### src/verilog/gio_pkg.sv
package gio_pkg;

  // Destination of the unregistered alternate input path.
  typedef enum logic [1:0]
  {
    GIO_DEST_GLOBAL_CLOCK = 2'b00,
    GIO_DEST_GLOBAL_CONTROL = 2'b01,
    GIO_DEST_SYNTH_REF = 2'b10,
    GIO_DEST_CAMERA_CLOCK = 2'b11
  } gio_bypass_dest_t;

  localparam logic [1:0] GIO_IN_DATA_RESET = 2'h0;
  localparam logic GIO_PAD_OUT_RESET = 1'h0;
  localparam logic GIO_PAD_OE_RESET = 1'h0;
  localparam logic GIO_HOLD_RESET = 1'h0;
  localparam logic GIO_LEVEL_RESET = 1'h0;

  // Bit positions inside the two-bit core words.
  localparam int GIO_RISE_BIT = 0;
  localparam int GIO_FALL_BIT = 1;

endpackage

### src/verilog/gio_io_logic.sv
// Operation
// RL1 - Single rate: pad to bit 0; double rate: rising bit 0, falling bit 1.
// RL2 - Core drives bit 0 single rate; double rate launches bit 0 rising, bit 1 falling.
// RL3 - Core output enable reaches the pad driver, optionally through a register.
// RL4 - Output data and enable registers run on the launch clock.
// RL5 - Capture registers run on the independent capture clock.
// RL6 - With no register option, pad routes directly to a selectable alternate net.
// RL7 - Double rate uses both edges and exchanges a two-bit word per cycle.
// RL8 - Normal double rate hands each bit over at its own edge.
// RL9 - Resync double rate exchanges both bits with the core on rising edge only.
// RL10 - Resync input delays the falling sample half a cycle to join the rising one.
// RL11 - Double rate only on capable pins; others fall back to single rate.
// RL12 - Each register picks rising or falling edge; paths registered independently.
// RL13 - The registered output value may be inverted before the pad driver.
// RL14 - The alternate input path is combinational and never registered.
// RL15 - Pad driver is on while effective enable is high, released otherwise.
module gio_io_logic
  import gio_pkg::*;
(
  input wire logic REF_CLK,
  input wire logic RST_N,
  input wire logic CLK_EN,
  input wire logic CAPTURE_CLOCK,
  input wire logic LAUNCH_CLOCK,
  input wire logic DOUBLE_RATE_MODE,
  input wire logic RESYNC_MODE,
  input wire logic DDR_CAPABLE,
  input wire logic IN_REG_EN,
  input wire logic OUT_REG_EN,
  input wire logic OE_REG_EN,
  input wire logic IN_FALL_SEL,
  input wire logic OUT_FALL_SEL,
  input wire logic OE_FALL_SEL,
  input wire logic OUT_INVERT,
  input wire gio_bypass_dest_t BYPASS_DEST,
  input wire logic [1:0] OUT_DATA,
  input wire logic OE_IN,
  input wire logic PAD_I,
  output logic PAD_O,
  output logic PAD_OE,
  output logic [1:0] IN_DATA,
  output logic BYPASS_INPUT,
  output logic GLOBAL_CLOCK_NET,
  output logic GLOBAL_CONTROL_NET,
  output logic SYNTH_REFERENCE_INPUT,
  output logic CAMERA_LINK_CLOCK_INPUT
);

  logic cap_rise;
  logic cap_fall;
  logic lau_rise;
  logic lau_fall;
  logic fall_sample;
  logic fall_launch;
  logic [1:0] next_in_data;
  logic next_pad_o;
  logic next_pad_oe;
  logic next_fall_sample;
  logic next_fall_launch;

  // After reset a clock input that is already high is taken as a rise, so
  // the first captured or launched bit may come one clock edge early.
  gio_edge u_capture_edge
  (
    .clk(REF_CLK),
    .rst_n(RST_N),
    .ce(CLK_EN),
    .level(CAPTURE_CLOCK),
    .rise(cap_rise),
    .fall(cap_fall)
  );

  gio_edge u_launch_edge
  (
    .clk(REF_CLK),
    .rst_n(RST_N),
    .ce(CLK_EN),
    .level(LAUNCH_CLOCK),
    .rise(lau_rise),
    .fall(lau_fall)
  );

  // A pin without double-rate registers silently runs single rate.
  wire ddr_on = DOUBLE_RATE_MODE & DDR_CAPABLE; // RL11
  wire resync_on = ddr_on & RESYNC_MODE;
  wire normal_ddr = ddr_on & ~RESYNC_MODE;

  wire in_edge = IN_FALL_SEL ? cap_fall : cap_rise; // RL12 RL5
  wire out_edge = OUT_FALL_SEL ? lau_fall : lau_rise; // RL12 RL4
  wire oe_edge = OE_FALL_SEL ? lau_fall : lau_rise; // RL12 RL4

  // Single-rate paths either follow every reference edge or wait for the
  // selected clock edge; a clock faster than half the reference is lost.
  wire sdr_in_take = !IN_REG_EN || in_edge;
  wire sdr_out_take = !OUT_REG_EN || out_edge;
  // Output enable keeps its single-rate edge choice in double rate too,
  // so with OE_REG_EN set the driver switches at most once per launch period.
  wire oe_take = !OE_REG_EN || oe_edge;

  // Launch values carry the optional inversion already applied.
  wire rise_out_val = OUT_DATA[GIO_RISE_BIT] ^ OUT_INVERT;
  wire fall_out_val = OUT_DATA[GIO_FALL_BIT] ^ OUT_INVERT;
  wire held_out_val = fall_launch ^ OUT_INVERT;

  // Normal double rate hands each bit over at the edge that sampled it, so
  // the core must read the word after either capture edge.

  // Input path.
  always_comb
  begin
    next_in_data = IN_DATA;
    next_fall_sample = fall_sample;
    if (!ddr_on)
    begin
      if (sdr_in_take)
        next_in_data[GIO_RISE_BIT] = PAD_I; // RL1
    end
    else if (normal_ddr)
    begin
      if (cap_rise)
        next_in_data[GIO_RISE_BIT] = PAD_I; // RL1 RL8
      if (cap_fall)
        next_in_data[GIO_FALL_BIT] = PAD_I; // RL1 RL8
    end
    else
    begin
      // The falling sample waits half a cycle so both bits move together.
      if (cap_fall)
        next_fall_sample = PAD_I; // RL10
      if (cap_rise)
        next_in_data = {fall_sample, PAD_I}; // RL9 RL10 RL7
    end
  end

  // Output path; inversion is applied where the value is launched.
  always_comb
  begin
    next_pad_o = PAD_O;
    next_fall_launch = fall_launch;
    if (!ddr_on)
    begin
      if (sdr_out_take)
        next_pad_o = rise_out_val; // RL2 RL13
    end
    else if (normal_ddr)
    begin
      if (lau_rise)
        next_pad_o = rise_out_val; // RL2 RL8 RL13
      else if (lau_fall)
        next_pad_o = fall_out_val; // RL2 RL8 RL13
    end
    else
    begin
      // Both bits are taken at the rising edge; the second waits for the
      // falling edge, trading half a cycle of latency for one core edge.
      if (lau_rise)
      begin
        next_pad_o = rise_out_val; // RL9 RL7 RL13
        next_fall_launch = OUT_DATA[GIO_FALL_BIT]; // RL9
      end
      else if (lau_fall)
        next_pad_o = held_out_val; // RL2 RL9 RL13
    end
  end

  assign next_pad_oe = oe_take ? OE_IN : PAD_OE; // RL3

  // Capture side: the core word and the resync holding bit.
  always_ff @(posedge REF_CLK)
  begin
    if (!RST_N)
    begin
      IN_DATA <= GIO_IN_DATA_RESET;
      fall_sample <= GIO_HOLD_RESET;
    end
    else if (CLK_EN)
    begin
      IN_DATA <= next_in_data;
      fall_sample <= next_fall_sample;
    end
  end

  // Launch side: the pad value and the resync second bit.
  always_ff @(posedge REF_CLK)
  begin
    if (!RST_N)
    begin
      PAD_O <= GIO_PAD_OUT_RESET;
      fall_launch <= GIO_HOLD_RESET;
    end
    else if (CLK_EN)
    begin
      PAD_O <= next_pad_o;
      fall_launch <= next_fall_launch;
    end
  end

  always_ff @(posedge REF_CLK)
  begin
    if (!RST_N)
      PAD_OE <= GIO_PAD_OE_RESET;
    else if (CLK_EN)
      PAD_OE <= next_pad_oe; // RL15
  end

  // The alternate path feeds clock networks, so it stays free of any
  // register; it is offered only when the input register and double rate are both off.
  wire bypass_on = ~IN_REG_EN & ~ddr_on; // RL6
  wire bypass_val = bypass_on & PAD_I; // RL14

  assign BYPASS_INPUT = bypass_val; // RL14
  // One-hot destination decode; only the selected net follows the pad.
  wire to_clock = BYPASS_DEST == GIO_DEST_GLOBAL_CLOCK;
  wire to_control = BYPASS_DEST == GIO_DEST_GLOBAL_CONTROL;
  wire to_synth = BYPASS_DEST == GIO_DEST_SYNTH_REF;
  wire to_camera = BYPASS_DEST == GIO_DEST_CAMERA_CLOCK;

  assign GLOBAL_CLOCK_NET = bypass_val & to_clock; // RL6
  assign GLOBAL_CONTROL_NET = bypass_val & to_control; // RL6
  assign SYNTH_REFERENCE_INPUT = bypass_val & to_synth; // RL6
  assign CAMERA_LINK_CLOCK_INPUT = bypass_val & to_camera; // RL6

endmodule

### src/verilog/gio_edge.sv
module gio_edge
  import gio_pkg::*;
(
  input wire logic clk,
  input wire logic rst_n,
  input wire logic ce,
  input wire logic level,
  output logic rise,
  output logic fall
);

  logic last;

  always_ff @(posedge clk)
  begin
    if (!rst_n)
      last <= GIO_LEVEL_RESET;
    else if (ce)
      last <= level;
  end

  assign rise = ce & level & ~last;
  assign fall = ce & ~level & last;

endmodule

### config.mk
export PLATFORM = sky130hd
export DESIGN_NAME = gio_io_logic
export DESIGN_NICKNAME = d
export VERILOG_FILES = /design/src/verilog/gio_pkg.sv /design/src/verilog/gio_io_logic.sv /design/src/verilog/gio_edge.sv
export SDC_FILE = /design/constraint.sdc
export NUM_CORES = 1
export LEC_CHECK = 0
export BUFFER_PORTS_ARGS = -buffer_cell sky130_fd_sc_hd__clkbuf_2
export CAP_MARGIN = 30
export CORE_AREA = 2 2 39 41
export CTS_BUF_LIST = sky130_fd_sc_hd__clkbuf_4
export DETAILED_ROUTE_END_ITERATION = 6
export DIE_AREA = 0 0 41 43
export GPL_ROUTABILITY_DRIVEN = 0
export PLACE_DENSITY = 0.77
export SETUP_SLACK_MARGIN = 0.15
export SLEW_MARGIN = 20
export SYNTH_ARGS = -nofsm -noshare
export SYNTH_HDL_FRONTEND = slang
export SYNTH_SLANG_ARGS = --single-unit
### constraint.sdc
create_clock -name REF_CLK -period 3.6 [get_ports REF_CLK]
set_input_delay 0.36 -clock REF_CLK [delete_from_list [all_inputs] [get_ports REF_CLK]]
set_output_delay 0.36 -clock REF_CLK [all_outputs]
set_load 0.1 [all_outputs]
# Word level (Yosys, flattened, before mapping)
# Index checks and enable logic that the tools add are counted.
# classes
bitwise_logic,27
muxes,16
n_eq_ne,6
n_reduce_logical,16
# op_table
cell,count
$and A1 B1 Y1,16
$mux W1,14
$reduce_and A4 Y1,3
$not A1 Y1,8
$reduce_and A3 Y1,2
$reduce_bool A2 Y1,3
$eq A2 B2 Y1 const B,2
$mux W2,2
$ne A2 B2 Y1 const B,2
$logic_not A1 Y1,3
$logic_or A1 B1 Y1,3
$ne A3 B3 Y1 const B,1
$xor A1 B1 Y1,3
$eq A2 B1 Y1 const B,1
$logic_not A2 Y1,1
$reduce_and A2 Y1,1
# totals
out_inout_bits,9
inputBits,21
regBits,8

# Depth between registers and ports, before layout
# Gate-level depths: netlist (run 1).
# depth
depth_word,7
ltp_mapped,5
depth_no_buf,5

# Modules after synthesis
# Synthesis (run 1) repeated with hierarchy kept, for this count alone.
# hier_totals
hier_cells,60
area_unflattened_um2,524.3
# by_module_without_submodules
module,instances,cells_per_inst,area_per_inst_um2
gio_io_logic,1,48,421.7
gio_edge,2,6,51.3

# Worst setup path before layout (run 1)
# No wires, ideal clock.
# synth_path
kind,input-to-output
startpoint,in DOUBLE_RATE_MODE
endpoint,out SYNTH_REFERENCE_INPUT
path_stages,3
arrival_time_ns,2.907
setup_slack_ns,0.333
path_buffers,0
cell_sequence,nand2_1 nand3b_1 nor3b_1
# synth_via
elab_chain_cells,5
# synth_rtl
element,line,source
start: declaration,gio_io_logic.sv:25,"input wire logic DOUBLE_RATE_MODE,"
$and A1 B1 Y1,gio_io_logic.sv:84,wire ddr_on = DOUBLE_RATE_MODE & DDR_CAPABLE;
$not A1 Y1,gio_io_logic.sv:208,wire bypass_on = ~IN_REG_EN & ~ddr_on;
$and A1 B1 Y1,gio_io_logic.sv:208,
$and A1 B1 Y1,gio_io_logic.sv:209,wire bypass_val = bypass_on & PAD_I;
$and A1 B1 Y1,gio_io_logic.sv:220,assign SYNTH_REFERENCE_INPUT = bypass_val & to_synth;
end: declaration,gio_io_logic.sv:45,"output logic SYNTH_REFERENCE_INPUT,"
# No other way between the ends.

# Worst setup path in the final report (run 1)
# layout_path
startpoint,in DOUBLE_RATE_MODE
endpoint,out CAMERA_LINK_CLOCK_INPUT
# layout_via
elab_chain_cells,5
# layout_rtl
element,line,source
$and A1 B1 Y1,gio_io_logic.sv:84,
$not A1 Y1,gio_io_logic.sv:208,
$and A1 B1 Y1,gio_io_logic.sv:208,
$and A1 B1 Y1,gio_io_logic.sv:209,
$and A1 B1 Y1,gio_io_logic.sv:221,assign CAMERA_LINK_CLOCK_INPUT = bypass_val & to_camera;
end: declaration,gio_io_logic.sv:46,output logic CAMERA_LINK_CLOCK_INPUT
# No other way between the ends.

==> results_dict.tcl, run 1 <==
set metrics [dict create \
    outcome "completed" \
    clock_skew_ns 0.0120 \
    drt_first_pass_iters 2 \
    fmax_ghz 0.527 \
    drc 0 \
    clkTransAtPathRegs_ns 0.06 \
    overflow 0 \
    cpPeakStageDelay_ns 0.45 \
    cts_resized 0 \
    final_common_cell "clkbuf_2" \
    grt_first_pass_wirelength_um 2150 \
    cts_tree "built" \
    start_util_pct 42.0 \
    hold_violations 0 \
    path_cells "clkbuf_2 > nand2_1 > nand3b_1 > inv_1 > and3_1 > clkbuf_2" \
    fin_crit_sh_pct 52.7 \
    worstSetupStartpointType "primary input" \
    coreArea_mm2 0.00138 \
    crit_buf_inv 3 \
    insertion_delay_ns 0.26 \
    yosysTopAreaCellShare_pct 27.6 \
    setup_viol 0 \
    yosysTopAreaCell "dfxtp_1" \
    wire_per_inst_um 11.3 \
    port_buffers 29 \
    syn_inst 69 \
    yosysWarnings 0 \
    die_area_mm2 0.00176 \
    whs_ns 0.342 \
    grt_pass1_vias 544 \
    ant_nets 0 \
    nNetsFinal 122 \
    crit_top_cell "clkbuf_2" \
    clkPwrFrac_pct 28.7 \
    num_vias 599 \
    cts_setup_buffers 0 \
    crit_arrival_ns 1.54 \
    layout-drive-gt1-share_pct 35.4 \
    slew_viol_final 0 \
    worst_path_max_delay_cell "clkbuf_2" \
    die_w_um 41 \
    antenna_found_initial 0 \
    syn_avg_cell_area_um2 8.41 \
    cp_max_fo 9 \
    die_h_um 43 \
    grtUsageTotal_pct 17.9 \
    antenna-diode-count 0 \
    path_delay_family "buffers and inverters" \
    crit_type "primary input to output pin" \
    ys_seq_elements 8 \
    min_period_ns 1.90 \
    pin_count 30 \
    numCtsBuffers 3 \
    h-tree-depth 1 \
    yosys.cell_types.count 33 \
    grt_max_degree 10 \
    ir_worst_vdd_mv 0.203 \
    tightest_slew_ns 0.545 \
    viasPerCell 5.21 \
    switching_share_pct 37.0 \
    ys_top_cells_by_area "dfxtp_1 (28%), mux2i_1 (10%), nand3b_1 (5.2%)" \
    area_delta_synth_final_pct 29.5 \
    synth-seq-area-share_pct 27.6 \
    cts_root_buffer "clkbuf_4" \
    clkSinkCount 8 \
    sequentialPowerShare_pct 38.6 \
    hpwl_um 1070 \
    num_rows 14 \
    worstSetupEndpointType "output pin" \
    rsz0062_at_grt "false" \
    p_comb_share_pct 32.7 \
    relSlewSlack_pct 63.8 \
    hold_path.class "primary input to flip-flop" \
    synthesis.area_um2 581 \
    p_leak_uw 0.000373 \
    cts_hold_buf 0 \
    drt_iter0_drc 5 \
    final_cell_mix "clkbuf_2 (29), dfxtp_1 (8), nand2_1 (6), mux2i_1 (6)" \
    maxCapViolations 0 \
    p_per_area_mw_per_mm2 332 \
    cts_buffer_depth 2 \
    critical_path_required_ns 3.24 \
    fin_tns_setup_ns 0 \
    drt-total-wl_um 1300 \
    p_int_uw 157 \
    syn-num-nets 90 \
    p_switching_uw 92.2 \
]
==> power by group through the flow <==
stage | clock [uW] | sequential (uW) | combinational (uW)
after detailed placement | 0 | 98.2 | 81.9
after global placement | 0 | 97.9 | 80.3
final | 71.5 | 96.2 | 81.6
after global routing | 79.8 | 96.9 | 87.4
after CTS | 73.8 | 96.3 | 82.0
after floorplan | 0 | 118 | 39.9
==> cells in the mapped netlist <==
cell,n
nand2b_1,2
o211a_1,1
mux2i_1,6
or3b_1,2
inv_1,3
nor3b_1,2
and4b_2,1
and2b_1,1
o311ai_1,1
nor2_1,3
a21boi_1,2
and4bb_1,1
and3_1,1
a31oi_1,2
dfxtp_1,8
xnor2_1,1
buf_6,1
o21ai_0,2
clkbuf_2,1
nand3b_1,4
nand4_1,1
and2b_2,1
o31ai_1,1
a211oi_2,1
nor3_1,2
or2_1,1
nor2b_1,4
o22ai_1,1
nand2_1,6
o21ai_1,1
a21oi_1,2
a211o_1,2
or2_0,1
==> layout make-up <==
cell class	instances	area [um2]
Timing Repair Buffer	29	145
Tap cell	16	20.0
Multi-Input combinational cell	56	393
Sequential cell	8	160
Clock buffer	3	22.5
Fill cell	145	632
Inverter	3	11.3
==> metrics by stage <==
stage          instances  power [uW]  worst slack [ns]  area (um2)  utilization (%)
6_report             115         249              1.70         752             54.3
5_1_grt              115         264              1.51         752             54.3
4_1_cts              115         252              1.69         752             54.3
3_5_place_dp         112         180              1.69         729             52.7
3_3_place_gp         112         178              1.72         729             52.7
2_1_floorplan         69         158             0.333         581                -
==> per-layer routing <==
metal | up-vias | global-route usage [%] | share of wire (%)
li1 | 316 | - | -
met1 | 258 | 20.6 | 44
met2 | 23 | 29.1 | 47
met3 | 2 | 4.71 | 7.8
met5 | - | 0 | 0
met4 | 0 | 8.00 | 0.92
==> worst reg2reg max path, cell delays in order, from the launching register on <==
cell      delay, ns
dfxtp_1        0.39
or3b_1         0.38
a211oi_2       0.23
o311ai_1       0.14
o211a_1        0.14
==> cell families (layout without fill, tap and decap cells) <==
group | after synthesis | in the layout | synth area share [%]
buffers and inverters | 5 | 35 | 4.74
AND/OR/NAND/NOR | 33 | 33 | 36.0
multiplexers | 6 | 6 | 10.3
AO/OA/AOI/OAI | 16 | 16 | 19.8
flip-flops | 8 | 8 | 27.6
XOR/XNOR | 1 | 1 | 1.51
==> worst paths after layout <==
check,from,endpoint,slack [ns],cells after the start
worst min-delay path,OUT_DATA[1],fall_launch$_SDFFE_PN0P_,0.34,3
worst min register to register,IN_DATA[0]$_SDFFE_PN0P_,IN_DATA[0]$_SDFFE_PN0P_,0.47,2
worst max-delay path,DOUBLE_RATE_MODE,CAMERA_LINK_CLOCK_INPUT,1.70,6
worst max register to register,u_capture_edge.last$_SDFFE_PN0P_,IN_DATA[1]$_SDFFE_PN0P_,2.21,4
==> flip-flops by register name, indices dropped and copies added (netlist names) <==
signal,flops
IN_DATA,2
u_launch_edge.last,1
PAD_O,1
fall_launch,1
fall_sample,1
u_capture_edge.last,1
PAD_OE,1
No activity file was read; power rests on OpenSTA's default activity.
==> run 2: changes to the inputs <==
--- a/config.mk
+++ b/config.mk
@@ -5,14 +5,14 @@
 export SDC_FILE = /design/constraint.sdc
 export NUM_CORES = 1
 export LEC_CHECK = 0
+export ABC_AREA = 1
 export BUFFER_PORTS_ARGS = -buffer_cell sky130_fd_sc_hd__clkbuf_2
 export CAP_MARGIN = 30
-export CORE_AREA = 2 2 39 41
+export CORE_UTILIZATION = 46
 export CTS_BUF_LIST = sky130_fd_sc_hd__clkbuf_4
 export DETAILED_ROUTE_END_ITERATION = 6
-export DIE_AREA = 0 0 41 43
 export GPL_ROUTABILITY_DRIVEN = 0
-export PLACE_DENSITY = 0.77
+export PLACE_DENSITY = 0.8
 export SETUP_SLACK_MARGIN = 0.15
 export SLEW_MARGIN = 20
 export SYNTH_ARGS = -nofsm -noshare
==> constraint.sdc (replaced) <==
create_clock -name REF_CLK -period 1.8 [get_ports REF_CLK]
set_input_delay 0.18 -clock REF_CLK [delete_from_list [all_inputs] [get_ports REF_CLK]]
set_output_delay 0.18 -clock REF_CLK [all_outputs]
set_load 0.1 [all_outputs]
==> results_dict.tcl, run 2 <==
set metrics [dict create \
    cts_root_buffer "clkbuf_4" \
    grt_pass1_vias 680 \
    path_cells "clkbuf_2 > nand2_8 > nand2_4 > nor2_4 > clkinvlp_4 > nor3_4 > buf_12" \
    die_w_um 38.3 \
    drt_iter0_drc 18 \
    fillers 103 \
    syn_avg_cell_area_um2 5.66 \
    port_buffers 29 \
    crit_type "primary input to output pin" \
    whs_ns 0.184 \
    ys_seq_elements 8 \
    reg2regPathDepth 9 \
    die_h_um 38.3 \
    worst_path_max_delay_cell "nor3_4" \
    top_register "IN_DATA" \
    hold_end "PAD_OE$_SDFFE_PN0P_" \
    ff2ff_setup_slack_ns 0.70 \
    ys_async_sr_fraction_pct 0 \
    pin_count 30 \
    ys_top_cells_by_area "dfxtp_1 (26%), nand2_1 (20%), inv_1 (14%)" \
    p_per_area_mw_per_mm2 574 \
    hpwl_um 1280 \
    synth_xor_area_share_pct 1.45 \
    clock_skew_ns 0.00314 \
    nNetsFinal 161 \
    layout-drive-gt1-share_pct 33.3 \
    overflow 0 \
    synth-seq-area-share_pct 26.4 \
    syn_inst 107 \
    clkSinkCount 8 \
    die_area_mm2 0.00147 \
    cts_tree "built" \
    synth_common_cells "nand2_1 (32), inv_1 (22), nand3_1 (12), nor2_1 (10), dfxtp_1 (8)" \
    yosys.cell_types.count 16 \
    wire_per_inst_um 9.86 \
    synthFlopType "dfxtp_1" \
    fin_tns_setup_ns 0 \
    synth-simple-area-share_pct 48.3 \
    fin_crit_sh_pct 78.1 \
    grt_util_met3_pct 1.74 \
    synth_edf_count 0 \
    hold_path.class "primary input to flip-flop" \
    maxCapViolations 0 \
    synthesis.area_um2 606 \
    coreArea_mm2 0.00117 \
    final_cell_mix "nand2_1 (30), clkbuf_2 (25), inv_1 (20)" \
    setup_viol 0 \
    cts_buffer_depth 2 \
    synth_compound_gate_area_share_pct 8.26 \
    cts_resized 0 \
    relSlewSlack_pct 64.0 \
    synthAdderAreaFrac_pct 0 \
    critical_path_required_ns 1.62 \
    largest_reg_flops 2 \
    num_rows 12 \
    ant_nets 0 \
    rsz0062_at_grt "false" \
    clkTransAtPathRegs_ns 0.05 \
    hold_depth 3 \
    worstSetupStartpointType "primary input" \
    fmax_ghz 0.711 \
    numCtsBuffers 3 \
    outcome "completed" \
    cts_setup_buffers 0 \
    h-tree-depth 1 \
    holdCritStartpoint "OE_IN" \
    drt_first_pass_iters 4 \
    antenna-diode-count 0 \
    tightest_slew_ns 0.543 \
    worstSetupEndpointType "output pin" \
    drt-total-wl_um 1500 \
    busiest_layer "met2" \
    slew_viol_final 0 \
    grt_first_pass_wirelength_um 2620 \
    grt.met1_usage_pct 30.8 \
    synth_top_family_by_area "simple AND/OR/NAND/NOR gates" \
    cp_max_fo 6 \
    p_leak_uw 0.000484 \
    antenna_found_initial 0 \
    met2_usage_pct 46.2 \
    num_vias 749 \
    yosysTopAreaCell "dfxtp_1" \
    start_util_pct 51.7 \
    cpPeakStageDelay_ns 0.24 \
    insertion_delay_ns 0.25 \
    crit_arrival_ns 1.23 \
    grtUsageTotal_pct 25.2 \
    final_common_cell "nand2_1" \
    yosysWarnings 0 \
    hold_violations 0 \
    drc 0 \
    cts_hold_buf 0 \
    ir_worst_vdd_mv 0.432 \
    yosysTopAreaCellShare_pct 26.4 \
    yosysMostFrequentCell "nand2_1" \
    grt_max_degree 15 \
    area_delta_synth_final_pct 51.9 \
    synthMuxAreaShare_pct 0 \
    reg2reg_to "PAD_O$_SDFFE_PN0P_" \
    rr_startpoint "u_launch_edge.last$_SDFFE_PN0P_" \
    syn-num-nets 128 \
    viasPerCell 4.93 \
    min_period_ns 1.41 \
]
[run 2: how the worst max path moves through the flow]
| stage | cells past startpoint | startpoint | endpoint | slack, ns |
|---|---|---|---|---|
| after detailed placement | 7 | DOUBLE_RATE_MODE | GLOBAL_CLOCK_NET | 0.39 |
| after floorplan | 5 | DOUBLE_RATE_MODE | GLOBAL_CLOCK_NET | -0.44 |
| after global placement | 7 | DOUBLE_RATE_MODE | GLOBAL_CLOCK_NET | 0.43 |
| after CTS | 7 | DOUBLE_RATE_MODE | GLOBAL_CLOCK_NET | 0.39 |
| after global routing | 7 | DOUBLE_RATE_MODE | GLOBAL_CLOCK_NET | 0.33 |
| final | 7 | DOUBLE_RATE_MODE | GLOBAL_CLOCK_NET | 0.39 |
[run 2: layer usage]
metal | wire (um) | part of all wire, % | vias up
met5 | 0 | 0 | -
met4 | 23 | 1.5 | 0
met3 | 69 | 4.6 | 4
met2 | 734 | 49 | 24
met1 | 672 | 45 | 324
li1 | - | - | 397
[run 2: area by class of cell]
class	instances	area [um2]	share of cell area, %
inverter	22	86.3	9.39
sequential	8	160	17.4
multi-input combinational	76	428	46.5
clock buffer	3	22.5	2.45
timing repair buffer	29	205	22.3
tap	14	17.5	1.90
[run 2: worst max-delay path, delay by kind of cell]
family,cells,cell delay [ns]
buffers and inverters,3,0.53
AND/OR/NAND/NOR,4,0.51
[run 2: power breakdown]
group	switching, uW	internal [uW]	leakage (uW)
clock network	58.5	76.1	0.0000138
registers	6.06	186	0.0000654
logic	144	57.1	0.000405
[run 2: cells by family after synthesis]
| group | Yosys count |
|---|---|
| AO/OA/AOI/OAI | 10 |
| buffers and inverters | 23 |
| XOR/XNOR | 1 |
| AND/OR/NAND/NOR | 65 |
| flip-flops | 8 |
[run 2: per-stage QoR]
stage	std cells	utilization [%]	cell area, um2	setup slack [ns]	total power, uW
after floorplan	107	-	686	-0.439	336
after global placement	149	76.6	897	0.435	392
after detailed placement	149	76.6	897	0.394	396
after CTS	152	78.5	920	0.387	531
after global routing	152	78.5	920	0.325	552
final	152	78.5	920	0.394	527
==> run 3: changes to the inputs <==
==> constraint.sdc (replaced) <==
create_clock -name REF_CLK -period 1.3 [get_ports REF_CLK]
set_input_delay 0.13 -clock REF_CLK [delete_from_list [all_inputs] [get_ports REF_CLK]]
set_output_delay 0.13 -clock REF_CLK [all_outputs]
set_load 0.1 [all_outputs]
==> results_dict.tcl, run 3 (synthesis gave the netlist of run 2 again) <==
set metrics [dict create \
    nNetsFinal 165 \
    start_util_pct 51.7 \
    rsz0062_at_grt "true" \
    cts_tree "built" \
    coreArea_mm2 0.00117 \
    top_register "IN_DATA" \
    p_per_area_mw_per_mm2 757 \
    final_cells 156 \
    fin_tns_setup_ns 0 \
    cpPeakStageDelay_ns 0.21 \
    h-tree-depth 1 \
    port_buffers 29 \
    drt-total-wl_um 1640 \
    path_cells "clkbuf_16 > nand2_8 > nand2_4 > nor2_4 > clkinvlp_4 > nor3_4 > buf_12" \
    dp_cells 152 \
    die_h_um 38.3 \
    viasPerCell 5.10 \
    slew_viol_final 0 \
    fin_area_mm2 0.00102 \
    hold_violations 0 \
    outcome "completed" \
    wire_per_inst_um 10.5 \
    area_delta_synth_final_pct 68.4 \
    final_common_cell "nand2_1" \
    cts_root_buffer "clkbuf_4" \
    num_vias 795 \
    drt_iter0_drc 22 \
    tightest_slew_ns 0.302 \
    critical_path_required_ns 1.17 \
    worst_path_max_delay_cell "nor3_4" \
    whs_ns 0.119 \
    crit_type "primary input to output pin" \
    clock_skew_ns 0.00459 \
    grt_pass1_vias 746 \
    cp_max_fo 4 \
    multi_input_area_um2 435 \
    final_cell_mix "nand2_1 (29), inv_1 (20), clkbuf_2 (18)" \
    fillers 78 \
    layout-drive-gt1-share_pct 39.4 \
    drc 0 \
    ff_latch_area_um2 169 \
    worstSetupEndpointType "output pin" \
    hold_path.class "primary input to flip-flop" \
    crit_arrival_ns 1.11 \
    clkSinkCount 8 \
    drt_first_pass_iters 4 \
    fmax_ghz 0.809 \
    maxCapViolations 0 \
    setup_viol 0 \
    die_w_um 38.3 \
    grtUsageTotal_pct 28.4 \
    num_rows 12 \
    min_period_ns 1.24 \
    ant_nets 0 \
    p_leak_uw 0.000523 \
    ir_worst_vdd_mv 0.799 \
    cts_buffer_depth 2 \
    antenna-diode-count 0 \
    antenna_found_initial 0 \
    postPlaceCellArea_um2 942 \
    hpwl_um 1320 \
    grt_first_pass_wirelength_um 2860 \
    worstSetupStartpointType "primary input" \
    grt_max_degree 9 \
    insertion_delay_ns 0.26 \
    cts_hold_buf 0 \
    die_area_mm2 0.00147 \
    postLayoutCoreUtil_pct 87.1 \
    relSlewSlack_pct 80.0 \
    clkTransAtPathRegs_ns 0.05 \
    fin_crit_sh_pct 95.1 \
    overflow 0 \
    pin_count 30 \
    numCtsBuffers 3 \
    largest_reg_flops 2 \
]
run 3: cell types whose count changed in the layout (fill, tap and decap cells not counted), moves of 3 or more:
cell	change
clkbuf_2	-7
buf_4	+5
dfxtp_1	-5
dfxtp_2	+4
clkbuf_4	+3
run 3: area by class of cell:
type	instances	area share, %
tap	14	1.72
sequential	8	16.6
clock buffer	3	2.21
multi-input combinational	76	42.7
inverter	22	8.47
timing repair buffer	33	28.3
run 3: worst paths after layout:
kind	startpoint	endpoint	slack (ns)	cells past startpoint
worst min register to register	PAD_OE$_SDFFE_PN0P_	PAD_OE$_SDFFE_PN0P_	0.46	2
worst max-delay path	DOUBLE_RATE_MODE	CAMERA_LINK_CLOCK_INPUT	0.06	7
worst min-delay path	RST_N	PAD_O$_SDFFE_PN0P_	0.12	3
worst max register to register	u_launch_edge.last$_SDFFE_PN0P_	PAD_O$_SDFFE_PN0P_	0.26	8
run 3: report_power, final:
part	leakage [uW]	switching, uW	total, uW	internal, uW
sequential	0.0000677	8.95	267	258
clock	0.0000138	87.9	194	106
combinational	0.000441	205	311	106
run 3: per-stage QoR:
step / setup WS, ns / total power [uW]
floorplan: -0.839 / 468
global placement: 0.0517 / 559
detailed placement: -0.00847 / 565
CTS: 0.0642 / 772
global route: -0.00311 / 807
finish: 0.0642 / 772
run 3: what timing repair did:
action	4_1_cts	5_1_grt
pin swaps	1	0
setup buffers	1	0
setup endpoints to repair	7	5
gates resized for setup	8	4
run 3: layer usage:
metal	vias to the layer above	part of all wire, %	GRT usage [%]
met5	-	0	0
met4	0	1.8	15.2
met3	5	6.8	2.33
met2	37	50	50.4
met1	347	41	33.2
li1	406	-	-
run 3: worst max-delay path: cells and delay by family:
| kind | cells | cell delay, ns |
|---|---|---|
| buffers and inverters | 3 | 0.53 |
| and+or+nand+nor | 4 | 0.43 |
